**src/include/wsc_pkg.sv**
```systemverilog
// ****************************************************************
// wheel speed channel configuration constants
// ****************************************************************
package wsc_pkg;

    localparam int ADDR_W = 8;
    localparam int DATA_W = 20;
    localparam int NUM_CH = 4;
    localparam int FLD_W = 10;

    // ****************************************************************
    // register offsets
    // ****************************************************************
    localparam logic [7:0] OFS_CFG_PAIR_A = 8'h03;
    localparam logic [7:0] OFS_CFG_PAIR_B = 8'h04;
    localparam logic [7:0] OFS_CTRL = 8'h05;
    localparam logic [7:0] OFS_THRESH = 8'h06;

    // ****************************************************************
    // reset values and writable masks
    // ****************************************************************
    localparam logic [19:0] RST_CFG_PAIR = 20'h0_0000;
    localparam logic [19:0] RST_CTRL = 20'h0_0000;
    localparam logic [19:0] RST_THRESH = 20'h0_d033;
    localparam logic [19:0] MASK_CFG_PAIR = 20'hf_effb;
    localparam logic [19:0] MASK_CTRL = 20'h0_022f;
    localparam logic [19:0] MASK_THRESH = 20'h3_fcff;

    // ****************************************************************
    // field positions
    // ****************************************************************
    localparam int PAIR_HI_LSB = 10;
    localparam int PAIR_LO_LSB = 0;
    localparam int FILT_LSB = 6;
    localparam int PASS_BIT = 5;
    localparam int STILL_BIT = 4;
    localparam int FIXTH_BIT = 3;
    localparam int TYPE_LSB = 0;
    localparam int CTRL_CFG_EN_BIT = 5;
    localparam int CTRL_CHEN_LSB = 0;
    localparam int TH_LOW_LSB = 0;
    localparam int TH_OFFS_LSB = 10;

    // ****************************************************************
    // sensor type codes
    // ****************************************************************
    localparam logic [1:0] TYPE_TWO_LEVEL = 2'h0;
    localparam logic [1:0] TYPE_THREE_LEVEL = 2'h1;
    localparam logic [1:0] TYPE_PWM_TWO_EDGE = 2'h2;
    localparam logic [1:0] TYPE_PWM_ONE_EDGE = 2'h3;

    // ****************************************************************
    // filter timing
    // ****************************************************************
    localparam int CLK_PERIOD_NS = 40;
    localparam int FILT_BASE_NS = 8000;
    localparam int FILT_STEP_NS = 500;
    localparam int FILT_CNT_W = 9;

    // least time, rounded up to whole cycles
    function automatic logic [8:0] filt_cycles(input logic [3:0] code);
        int t_ns;
        t_ns = FILT_BASE_NS + int'(code) * FILT_STEP_NS;
        return 9'((t_ns + CLK_PERIOD_NS - 1) / CLK_PERIOD_NS);
    endfunction

endpackage

```
**src/include/wsc_chan_if.sv**
```systemverilog
`timescale 1ns/1ps
`default_nettype none
// ****************************************************************
// one channel: settings in, decoded state out
// ****************************************************************
interface wsc_chan_if;
    logic [9:0] cfg;
    logic out_enable;
    logic standstill;
    logic sensor_level;
    logic speed_pulse;
    logic pass_active;
    logic fixed_thr;
    logic three_level;
    logic pwm_type;
    logic one_edge;

    modport chan (
        input cfg, out_enable, standstill, sensor_level,
        output speed_pulse, pass_active, fixed_thr, three_level, pwm_type, one_edge
    );
    modport ctl (
        output cfg, out_enable, standstill, sensor_level,
        input speed_pulse, pass_active, fixed_thr, three_level, pwm_type, one_edge
    );
endinterface
`default_nettype wire

```
**src/hw/wsc_channel.sv**
```systemverilog
`timescale 1ns/1ps
`default_nettype none
module wsc_channel (
    input wire logic ref_clk,
    input wire logic rst_n,
    wsc_chan_if.chan ch
);
    // ****************************************************************
    // sensor input synchroniser
    // ****************************************************************
    logic sens_meta_ff;
    logic sens_sync_ff;

    always_ff @(posedge ref_clk or negedge rst_n)
    begin
        if (!rst_n)
        begin
            sens_meta_ff <= 1'b0;
            sens_sync_ff <= 1'b0;
        end
        else
        begin
            sens_meta_ff <= ch.sensor_level;
            sens_sync_ff <= sens_meta_ff;
        end
    end

    // ****************************************************************
    // input filter and output stage
    // ****************************************************************
    logic [8:0] filt_cnt_ff;
    logic [8:0] nxt_filt_cnt;
    logic filt_state_ff;
    logic nxt_filt_state;
    logic pulse_ff;
    logic nxt_pulse;
    logic pass_ff;
    logic nxt_pass;
    logic fixed_ff;
    logic three_ff;
    logic pwm_ff;
    logic one_edge_ff;
    logic [8:0] limit;
    logic [1:0] sensor_type;
    logic suppress;

    always_comb
    begin
        sensor_type = ch.cfg[wsc_pkg::TYPE_LSB +: 2];
        limit = wsc_pkg::filt_cycles(ch.cfg[wsc_pkg::FILT_LSB +: 4]);
        nxt_filt_cnt = filt_cnt_ff;
        nxt_filt_state = filt_state_ff;
        // level must hold for the whole filter time before it is taken
        if (sens_sync_ff == filt_state_ff)
        begin
            nxt_filt_cnt = '0;
        end
        else if (filt_cnt_ff + 9'h001 >= limit)
        begin
            nxt_filt_cnt = '0;
            nxt_filt_state = sens_sync_ff;
        end
        else
        begin
            nxt_filt_cnt = filt_cnt_ff + 9'h001;
        end
        nxt_pass = ch.cfg[wsc_pkg::PASS_BIT] & sensor_type[1];
        suppress = ch.cfg[wsc_pkg::STILL_BIT] & (sensor_type == wsc_pkg::TYPE_PWM_TWO_EDGE)
            & ch.standstill;
        nxt_pulse = ch.out_enable & ~suppress
            & (nxt_pass ? sens_sync_ff : filt_state_ff);
    end

    always_ff @(posedge ref_clk or negedge rst_n)
    begin
        if (!rst_n)
        begin
            filt_cnt_ff <= '0;
            filt_state_ff <= 1'b0;
            pulse_ff <= 1'b0;
            pass_ff <= 1'b0;
            fixed_ff <= 1'b0;
            three_ff <= 1'b0;
            pwm_ff <= 1'b0;
            one_edge_ff <= 1'b0;
        end
        else
        begin
            filt_cnt_ff <= nxt_filt_cnt;
            filt_state_ff <= nxt_filt_state;
            pulse_ff <= nxt_pulse;
            pass_ff <= nxt_pass;
            fixed_ff <= ch.cfg[wsc_pkg::FIXTH_BIT];
            three_ff <= (sensor_type == wsc_pkg::TYPE_THREE_LEVEL);
            pwm_ff <= sensor_type[1];
            one_edge_ff <= (sensor_type == wsc_pkg::TYPE_PWM_ONE_EDGE);
        end
    end

    assign ch.speed_pulse = pulse_ff;
    assign ch.pass_active = pass_ff;
    assign ch.fixed_thr = fixed_ff;
    assign ch.three_level = three_ff;
    assign ch.pwm_type = pwm_ff;
    assign ch.one_edge = one_edge_ff;
endmodule // wsc_channel
`default_nettype wire

```
**src/hw/wsc_top.sv**
```systemverilog
// Operation
// filter time is 8 us plus filter code times 500 ns.
// pass-through bit set on a PWM sensor type bypasses the filter.
// PWM two-edge channel with standstill bit set mutes output at standstill.
// threshold bit 0 selects adaptive thresholds, 1 selects fixed ones.
// sensor type 00 standard, 01 VDA, 10 PWM two-edge, 11 PWM one-edge.
// undervoltage, ground loss or power-on reset clear every channel field.
// ten-bit fields, upper channel bits 19:10, pair b at offset 0x04.
// software sets config-access enable before writing channel settings.
// fixed mode uses low threshold and low plus offset as second.
// unused bit of each field ignores writes and reads zero.
`timescale 1ns/1ps
`default_nettype none
module wsc_top (
    input wire logic ref_clk,
    input wire logic rst_n,
    input wire logic [7:0] reg_addr,
    input wire logic [19:0] reg_wdata,
    input wire logic reg_wr,
    input wire logic reg_rd,
    output logic [19:0] reg_rdata,
    input wire logic battery_undervoltage_event,
    input wire logic ground_loss_event,
    input wire logic [3:0] sensor_level,
    input wire logic [3:0] standstill_detect,
    output logic [3:0] speed_pulse_output,
    output logic [3:0] pass_through_active,
    output logic [3:0] fixed_threshold_active,
    output logic [3:0] three_level_sensor,
    output logic [3:0] pwm_sensor,
    output logic [3:0] one_edge_per_tooth,
    output logic [7:0] fixed_low_threshold,
    output logic [8:0] fixed_high_threshold
);
    // ****************************************************************
    // supply event synchronisers
    // ****************************************************************
    logic uv_meta_ff;
    logic uv_sync_ff;
    logic gl_meta_ff;
    logic gl_sync_ff;

    always_ff @(posedge ref_clk or negedge rst_n)
    begin
        if (!rst_n)
        begin
            uv_meta_ff <= 1'b0;
            uv_sync_ff <= 1'b0;
            gl_meta_ff <= 1'b0;
            gl_sync_ff <= 1'b0;
        end
        else
        begin
            uv_meta_ff <= battery_undervoltage_event;
            uv_sync_ff <= uv_meta_ff;
            gl_meta_ff <= ground_loss_event;
            gl_sync_ff <= gl_meta_ff;
        end
    end

    logic supply_clear;
    assign supply_clear = uv_sync_ff | gl_sync_ff;

    // ****************************************************************
    // register file
    // ****************************************************************
    logic [19:0] cfg_pair_a_ff;
    logic [19:0] nxt_cfg_pair_a;
    logic [19:0] cfg_pair_b_ff;
    logic [19:0] nxt_cfg_pair_b;
    logic [19:0] ctrl_ff;
    logic [19:0] nxt_ctrl;
    logic [19:0] thresh_ff;
    logic [19:0] nxt_thresh;
    logic [19:0] rdata_ff;
    logic [19:0] nxt_rdata;
    logic cfg_access_en;

    always_comb
    begin
        nxt_cfg_pair_a = cfg_pair_a_ff;
        nxt_cfg_pair_b = cfg_pair_b_ff;
        nxt_ctrl = ctrl_ff;
        nxt_thresh = thresh_ff;
        nxt_rdata = 20'h0_0000;
        cfg_access_en = ctrl_ff[wsc_pkg::CTRL_CFG_EN_BIT];
        if (supply_clear)
        begin
            nxt_cfg_pair_a = wsc_pkg::RST_CFG_PAIR;
            nxt_cfg_pair_b = wsc_pkg::RST_CFG_PAIR;
            nxt_ctrl = wsc_pkg::RST_CTRL;
            nxt_thresh = wsc_pkg::RST_THRESH;
        end
        else if (reg_wr)
        begin
            if (reg_addr == wsc_pkg::OFS_CFG_PAIR_A)
            begin
                if (cfg_access_en)
                begin
                    nxt_cfg_pair_a = reg_wdata & wsc_pkg::MASK_CFG_PAIR;
                end
            end
            else if (reg_addr == wsc_pkg::OFS_CFG_PAIR_B)
            begin
                if (cfg_access_en)
                begin
                    nxt_cfg_pair_b = reg_wdata & wsc_pkg::MASK_CFG_PAIR;
                end
            end
            else if (reg_addr == wsc_pkg::OFS_CTRL)
            begin
                nxt_ctrl = reg_wdata & wsc_pkg::MASK_CTRL;
            end
            else if (reg_addr == wsc_pkg::OFS_THRESH)
            begin
                nxt_thresh = reg_wdata & wsc_pkg::MASK_THRESH;
            end
        end
        if (reg_rd)
        begin
            if (reg_addr == wsc_pkg::OFS_CFG_PAIR_A)
            begin
                nxt_rdata = cfg_pair_a_ff;
            end
            else if (reg_addr == wsc_pkg::OFS_CFG_PAIR_B)
            begin
                nxt_rdata = cfg_pair_b_ff;
            end
            else if (reg_addr == wsc_pkg::OFS_CTRL)
            begin
                nxt_rdata = ctrl_ff;
            end
            else if (reg_addr == wsc_pkg::OFS_THRESH)
            begin
                nxt_rdata = thresh_ff;
            end
        end
    end

    always_ff @(posedge ref_clk or negedge rst_n)
    begin
        if (!rst_n)
        begin
            cfg_pair_a_ff <= wsc_pkg::RST_CFG_PAIR;
            cfg_pair_b_ff <= wsc_pkg::RST_CFG_PAIR;
            ctrl_ff <= wsc_pkg::RST_CTRL;
            thresh_ff <= wsc_pkg::RST_THRESH;
            rdata_ff <= 20'h0_0000;
        end
        else
        begin
            cfg_pair_a_ff <= nxt_cfg_pair_a;
            cfg_pair_b_ff <= nxt_cfg_pair_b;
            ctrl_ff <= nxt_ctrl;
            thresh_ff <= nxt_thresh;
            rdata_ff <= nxt_rdata;
        end
    end

    assign reg_rdata = rdata_ff;

    // ****************************************************************
    // fixed thresholds
    // ****************************************************************
    logic [7:0] th_low_ff;
    logic [7:0] nxt_th_low;
    logic [8:0] th_high_ff;
    logic [8:0] nxt_th_high;

    always_comb
    begin
        nxt_th_low = thresh_ff[wsc_pkg::TH_LOW_LSB +: 8];
        nxt_th_high = {1'b0, nxt_th_low}
            + {1'b0, thresh_ff[wsc_pkg::TH_OFFS_LSB +: 8]};
    end

    always_ff @(posedge ref_clk or negedge rst_n)
    begin
        if (!rst_n)
        begin
            th_low_ff <= 8'h00;
            th_high_ff <= 9'h000;
        end
        else
        begin
            th_low_ff <= nxt_th_low;
            th_high_ff <= nxt_th_high;
        end
    end

    assign fixed_low_threshold = th_low_ff;
    assign fixed_high_threshold = th_high_ff;

    // ****************************************************************
    // channels
    // ****************************************************************
    logic [39:0] cfg_all;
    assign cfg_all = {cfg_pair_b_ff, cfg_pair_a_ff};

    wsc_chan_if chan_if [wsc_pkg::NUM_CH] ();

    genvar gi;
    generate
        for (gi = 0; gi < wsc_pkg::NUM_CH; gi++)
        begin : g_chan
            // even channel in the low half of a pair, odd channel in the high half
            assign chan_if[gi].cfg = cfg_all[gi * wsc_pkg::FLD_W +: wsc_pkg::FLD_W];
            assign chan_if[gi].out_enable = ctrl_ff[wsc_pkg::CTRL_CHEN_LSB + gi];
            assign chan_if[gi].standstill = standstill_detect[gi];
            assign chan_if[gi].sensor_level = sensor_level[gi];
            assign speed_pulse_output[gi] = chan_if[gi].speed_pulse;
            assign pass_through_active[gi] = chan_if[gi].pass_active;
            assign fixed_threshold_active[gi] = chan_if[gi].fixed_thr;
            assign three_level_sensor[gi] = chan_if[gi].three_level;
            assign pwm_sensor[gi] = chan_if[gi].pwm_type;
            assign one_edge_per_tooth[gi] = chan_if[gi].one_edge;

            wsc_channel u_chan (
                .ref_clk(ref_clk),
                .rst_n(rst_n),
                .ch(chan_if[gi].chan)
            );
        end
    endgenerate
endmodule // wsc_top
`default_nettype wire

```
**config.mk**
```make
export PLATFORM = sky130hd
export DESIGN_NAME = wsc_top
export DESIGN_NICKNAME = d
export VERILOG_FILES = /design/src/include/wsc_pkg.sv /design/src/include/wsc_chan_if.sv /design/src/hw/wsc_channel.sv /design/src/hw/wsc_top.sv
export SDC_FILE = /design/constraint.sdc
export NUM_CORES = 1
export LEC_CHECK = 0
export ABC_AREA = 1
export BUFFER_PORTS_ARGS = -buffer_cell sky130_fd_sc_hd__clkbuf_2
export CAP_MARGIN = 10
export CELL_PAD_IN_SITES_DETAIL_PLACEMENT = 1
export CELL_PAD_IN_SITES_GLOBAL_PLACEMENT = 1
export CORE_MARGIN = 2
export CORE_UTILIZATION = 46
export DETAILED_ROUTE_END_ITERATION = 7
export HOLD_SLACK_MARGIN = 0.1
export PLACE_DENSITY_LB_ADDON = 0.1
export SLEW_MARGIN = 20
export SYNTH_ARGS = -nofsm -noshare
export SYNTH_HDL_FRONTEND = slang
export SYNTH_SLANG_ARGS = --single-unit
export TNS_END_PERCENT = 100
```
**constraint.sdc**
```tcl
create_clock -name ref_clk -period 10.39 [get_ports ref_clk]
set_input_delay 0.5195 -clock ref_clk [delete_from_list [all_inputs] [get_ports ref_clk]]
set_output_delay 0.5195 -clock ref_clk [all_outputs]
set_load 0.1 [all_outputs]
```
## Word level (Yosys, flattened, before mapping)

Index checks and enable logic that the tools add are counted.

- Equal/unequal tests: 23
- Add/subtract/negate cells: 17
- Divide/modulo/power cells: 4
- Bitwise logic cells: 29
- Mux-type cells: 36
- Multiply operators: 4
- $lt $le $gt $ge: 4
- Reduce and logical (&&, ||, !) cells: 14

Operator list:

| operator | number |
|---|---|
| 20-bit 2-to-1 mux | 24 |
| 14-bit by 32-bit adder with 32-bit output (first input constant) | 4 |
| 32-bit by 7-bit adder with 32-bit output (second input constant) | 4 |
| 32-bit by 7-bit divider with 32-bit output (second input constant) | 4 |
| 32-bit by 2-bit subtractor with 32-bit output (second input constant) | 4 |
| 9-bit 2-to-1 mux | 8 |
| 4-bit by 7-bit multiplier with 11-bit output (second input constant) | 4 |
| 9-bit by 1-bit adder with 9-bit output (second input constant) | 4 |
| 9-bit greater-or-equal comparator | 4 |
| 8-bit by 3-bit equality test with 1-bit output (second input constant) | 3 |
| 1-bit AND | 20 |
| 2-bit equality test (second input constant) | 8 |
| 2-bit nonzero test | 6 |
| 8-bit by 8-bit adder with 9-bit output | 1 |
| 2-bit by 1-bit equality test with 1-bit output (second input constant) | 4 |
| 8-bit by 2-bit equality test with 1-bit output (second input constant) | 1 |
| 1-bit inverter | 8 |
| 2-bit AND reduction | 4 |
| 4-bit AND reduction | 2 |
| 2-bit inequality test (second input constant) | 3 |
| 5-bit AND reduction | 1 |
| 1-bit equality test | 4 |
| 1-bit 2-to-1 mux | 4 |
| 3-bit AND reduction | 1 |
| 1-bit OR | 1 |

- Input port bits: 42
- Register bits: 193
- Logic and storage cells: 182

## Depth between registers and ports, before layout

- Depth after elaboration: 8
- Mapped depth: 71
- Gate-level depth less buffers: 69

## Modules after synthesis

A second synthesis with hierarchy kept.

- Cell total of the unflattened synthesis: 2688
- Area, all modules: 18413.9 um^2

Modules (own cells, without submodules):

| module | instances | area each (um^2) | cells each | seq. area each (um^2) |
|---|---|---|---|---|
| wsc_channel | 4 | 3398.3 | 533 | 450.4 |
| wsc_top | 1 | 4820.9 | 556 | 2486.1 |

## Worst setup path after synthesis

No wires, ideal clock.

- Path kind: reg-to-reg
- Start point: register cfg_pair_b_ff[7]
- End point: register g_chan[2].u_chan.filt_state_ff
- Path buffers: 0
- Data arrival time: 7821 ps
- Period minus slack after synthesis: 7946 ps
- Slack: 2444 ps
- Cell stages (with the launch flop): 57
- Setup time: 125 ps
- Cell sequence: dfrtp_1 fa_1 inv_1 fa_1 inv_1 ha_1 xor2_1 a21oi_1 nand2_1 nand2_1 nor2_1 nand2_1 nand2_1 inv_1 nand3_2 ha_1 inv_1 nand2_1 (+21 left out) nand2_2 nand2_2 nor2_4 or2_1 nand2_1 nor2_1 nand3_1 nor2_1 ha_1 nand2_1 o211ai_1 nand3_1 nand2_1 nand3_1 nand2_1 a21oi_1 o21bai_1 mux2_2

- Word-level cells in the longest chain between the ends: 7

Ends and longest elaborated chain:

| element | line | source |
|---|---|---|
| start: declaration | wsc_top.sv:69 | `logic [19:0] cfg_pair_b_ff;` |
| start signal: assignment | wsc_top.sv:145 | `cfg_pair_b_ff <= wsc_pkg::RST_CFG_PAIR;` |
| start signal: assignment | wsc_top.sv:153 | `cfg_pair_b_ff <= nxt_cfg_pair_b;` |
| 4-bit by 7-bit multiplier with 11-bit output | wsc_pkg.sv:63 | `t_ns = FILT_BASE_NS + int'(code) * FILT_STEP_NS;` |
| 14-bit by 32-bit adder with 32-bit output | wsc_pkg.sv:63 |  |
| 32-bit by 7-bit adder with 32-bit output | wsc_pkg.sv:64 | `return 9'((t_ns + CLK_PERIOD_NS - 1) / CLK_PERIOD_NS);` |
| 32-bit by 2-bit subtractor with 32-bit output | wsc_pkg.sv:64 |  |
| 32-bit by 7-bit divider with 32-bit output | wsc_pkg.sv:64 |  |
| 9-bit greater-or-equal comparator | wsc_channel.sv:58 | `else if (filt_cnt_ff + 9'h001 >= limit)` |
| 2-bit AND reduction (no source line) | - |  |
| end signal: assignment | wsc_channel.sv:90 | `filt_state_ff <= nxt_filt_state;` |
| end: declaration | wsc_channel.sv:33 | `logic filt_state_ff;` |

Every way passes these cells.
A chain may end at the register's enable or synchronous reset.

## Worst setup path after layout

- Start point: register cfg_pair_a_ff[18]
- End point: register g_chan[1].u_chan.filt_cnt_ff[2]

- Word-level cells in the longest chain between the ends: 8

Ends and longest elaborated chain:

| element | line | source |
|---|---|---|
| start: declaration | wsc_top.sv:67 | `logic [19:0] cfg_pair_a_ff;` |
| start signal: assignment | wsc_top.sv:144 | `cfg_pair_a_ff <= wsc_pkg::RST_CFG_PAIR;` |
| start signal: assignment | wsc_top.sv:152 | `cfg_pair_a_ff <= nxt_cfg_pair_a;` |
| 4-bit by 7-bit multiplier with 11-bit output | wsc_pkg.sv:63 |  |
| 14-bit by 32-bit adder with 32-bit output | wsc_pkg.sv:63 |  |
| 32-bit by 7-bit adder with 32-bit output | wsc_pkg.sv:64 |  |
| 32-bit by 2-bit subtractor with 32-bit output | wsc_pkg.sv:64 |  |
| 32-bit by 7-bit divider with 32-bit output | wsc_pkg.sv:64 |  |
| 9-bit greater-or-equal comparator | wsc_channel.sv:58 |  |
| 9-bit 2-to-1 mux | wsc_channel.sv:58 |  |
| 9-bit 2-to-1 mux | wsc_channel.sv:54 | `if (sens_sync_ff == filt_state_ff)` |
| net g_chan[1].u_chan.nxt_filt_cnt[2] | wsc_channel.sv:32 | `logic [8:0] nxt_filt_cnt;` |
| end signal: assignment | wsc_channel.sv:89 | `filt_cnt_ff <= nxt_filt_cnt;` |
| end: declaration | wsc_channel.sv:31 | `logic [8:0] filt_cnt_ff;` |

The timed path passes the listed nets, and every way through them passes these cells.

==> flow_metrics.py <==
metrics = {
    "cts": {
        "cts_root_buffer": "clkbuf_16",
        "insertion_delay_ns": 0.46,
        "h-tree-depth": 4,
        "clockBufferDepth": 2,
        "cts_resized": 0,
        "path_clk_slew_ns": 0.08,
        "tritoncts": "built",
        "cts.sinks": 171,
        "cts_inserted_buffers": 17,
    },
    "sta": {
        "whs_ns": 0.123,
        "slew_violations": 0,
        "final.setup.tns_ns": 0,
        "tightest_slew_ns": 1.01,
        "rsz0062_at_grt": "false",
        "skew_ns": 0.0131,
        "setup_violations": 0,
        "fmaxAchievable_mhz": 107,
        "slew-limit-headroom_pct": 32.9,
        "finalWorstSetupSlack_ns": 1.04,
        "min_period_ns": 9.35,
        "finalCritPeriodShare_pct": 90.0,
        "hold_viol_final": 0,
    },
    "floorplan": {
        "die_area_sq_um": 39500,
        "die_w_um": 199,
        "initial_core_util_pct": 46.5,
        "ios": 103,
        "core_area_sq_um": 37500,
        "die_h_um": 199,
        "row_count": 71,
    },
    "drt": {
        "drt-total-wl_mm": 51.2,
        "via_count": 16571,
        "route.detailed.drc": 0,
        "drt-initial-drc-count": 567,
        "ant_nets": 0,
        "routedWlPerCell_um": 16.5,
        "dr.pass1.iters": 5,
        "via_per_inst": 5.32,
    },
    "hold_path": {
        "min-delay-path-class": "primary input to async pin",
    },
    "outcome": {
        "status": "complete, no violations",
    },
    "layout": {
        "final_nets": 2784,
        "n_fill_cell": 4982,
        "regArea_sq_um": 4290,
        "area_growth_pct": 8.99,
        "finalNonFillerCells": 3113,
        "multi_input_area_sq_um": 11200,
        "antenna_cells": 0,
        "drive_above_1_share_pct": 15.9,
    },
    "logic_synthesis": {
        "synth_largest_area_cell": "dfrtp_1",
        "synthTopCellsByArea": "dfrtp_1 24%, nand2_1 14%, ha_1 8.9%",
        "synth.avg_cell_area_sq_um": 6.96,
        "synth_top_area_share_pct": 23.5,
        "synth_nets": 2701,
        "synth_cells": 2506,
        "synth_edf_count": 0,
        "async_reset_ff_share_pct": 100,
        "yosysSeqAreaShare_pct": 24.6,
        "ys_ff_latch": 171,
        "ys_types": 56,
        "ys.flop_type": "dfrtp_1",
        "yosys_warnings": 0,
        "syn_area_sq_um": 17400,
    },
    "worst_setup_path": {
        "path_buf_inv": 7,
        "path_max_fanout": 9,
        "crit_path_end_kind": "flop",
        "crit_top_cell": "nand2_1",
        "worst_path_largest_cell_delay_ns": 0.63,
        "cp_slowest_cell": "fa_1",
        "critPathKind": "flop to flop",
        "critPathArrivalTime_ns": 9.68,
        "required_ns": 10.72,
        "cp_top_family": "simple AND/OR/NAND/NOR gates",
        "cp-start-kind": "flop",
    },
    "grt": {
        "grtUsageTotal_pct": 26.6,
        "grt_pass1_wl_mm": 84.6,
        "overflow": 0,
        "antenna_found_initial": 1,
        "grt_pass1_vias": 17184,
        "grt_max_degree": 98,
    },
    "place": {
        "dp_worst_setup_slack_ns": 1.11,
        "dp_hpwl_mm": 41.1,
        "routabilityCongestion": 0.883,
        "dp.cells": 3079,
        "port_buffers": 102,
    },
    "flow_run": {
        "cap_viol_max_count": 0,
    },
}
worst register-to-register path: cells and delay by family (launching register included):
| kind | cells | cell delay (ns) |
|---|---|---|
| AOI/OAI and AO/OA | 4 | 0.95 |
| adders and majority gates | 5 | 2.10 |
| buffers and inverters | 7 | 0.55 |
| DFF | 1 | 0.54 |
| and+or+nand+nor | 49 | 5.10 |
cell families after synthesis:
| kind of cell | after synthesis | share of synthesized area (%) |
|---|---|---|
| adder cells (fa/ha/maj) | 153 | 12.2 |
| XOR/XNOR | 92 | 4.62 |
| AO/OA/AOI/OAI | 214 | 7.30 |
| AND/OR/NAND/NOR | 1391 | 40.0 |
| multiplexers | 2 | 0.129 |
| buffers and inverters | 483 | 11.1 |
| flip-flops | 171 | 24.6 |
metrics by stage:
step                instance area, sq um  utilization [%]
floorplan                          17400                -
global placement                   18400             49.0
detailed placement                 18400             49.0
CTS                                19000             50.7
global route                       19000             50.7
finish                             19000             50.7
metal layers:
| metal | global-route usage [%] | vias up | wire (um) |
|---|---|---|---|
| li1 | - | 8201 | - |
| met1 | 34.4 | 8078 | 23600 |
| met2 | 46.2 | 222 | 24800 |
| met3 | 3.53 | 68 | 1550 |
| met4 | 7.96 | 2 | 1230 |
| met5 | 0 | - | 9 |
layout by cell type, fill, tap and decap left out, types with 13 or more instances in the layout:
cell         n
nor3_1      29
nand4_1     84
nand2_1    671
dfrtp_1    164
o211ai_1    13
inv_1      371
ha_1       124
nand3_2     25
clkbuf_16   17
inv_2       55
fa_1        29
o21ai_0     76
nor2_1     146
clkbuf_2   101
o21bai_1    13
nand2_2     64
nand3_1    228
nand3b_1    16
xor2_1      74
nand2_4     14
nand3_4     13
a21oi_1     60
nor2_4      19
nor2_2      34
xnor2_1     18
layout make-up:
cell class / instances / share of cell area [%]
timing repair buffer: 110 / 3.05
clock buffer: 17 / 2.24
inverter: 437 / 8.64
clock inverter: 15 / 1.05
sequential: 171 / 22.6
tap: 511 / 3.36
multi-input combinational: 1852 / 59.1
registers in the layout (all words and copies together) (netlist names), 6 cells and up:
| signal | flops |
|---|---|
| cfg_pair_a_ff | 18 |
| cfg_pair_b_ff | 18 |
| ctrl_ff | 6 |
| fixed_high_threshold | 9 |
| fixed_low_threshold | 8 |
| g_chan.u_chan.filt_cnt_ff | 36 |
| reg_rdata | 20 |
| thresh_ff | 16 |
final timing paths:
check,start,end,slack [ns],depth (start not counted)
worst max-delay path,cfg_pair_a_ff[18],g_chan[1].u_chan.filt_cnt_ff[2],1.04,65
min in group ref_clk,sensor_level[0],g_chan[0].u_chan.sens_meta_ff,0.17,1
worst min-delay path,rst_n,reg_rdata[1],0.12,1
worst min register to register,gl_meta_ff,gl_sync_ff,0.35,0
max in group asynchronous,rst_n,reg_rdata[16],8.79,2
worst max register to register,cfg_pair_a_ff[18],g_chan[1].u_chan.filt_cnt_ff[2],1.04,65
synthesized netlist by cell type (10+ instances only):
cell type and instances:
a21oi_1 60, buf_4 25, clkbuf_1 13, clkinv_1 10
dfrtp_1 164, fa_1 29, ha_1 124, inv_1 371
inv_2 55, nand2_1 671, nand2_2 64, nand2_4 14
nand3_1 228, nand3_2 25, nand3_4 13, nand3b_1 16
nand4_1 84, nor2_1 147, nor2_2 33, nor2_4 19
nor3_1 29, o211ai_1 13, o21ai_0 77, o21bai_1 13
o22ai_1 11, xnor2_1 18, xor2_1 74
what timing repair did:
item / 4_1_cts / 5_1_grt
setup buffers: 0 / 2
setup endpoints to repair: 0 / 4
hold buffers: 0 / 0
Power is not shown: default switching activity piles up to over one toggle a cycle in this logic, so the estimate is an artifact.
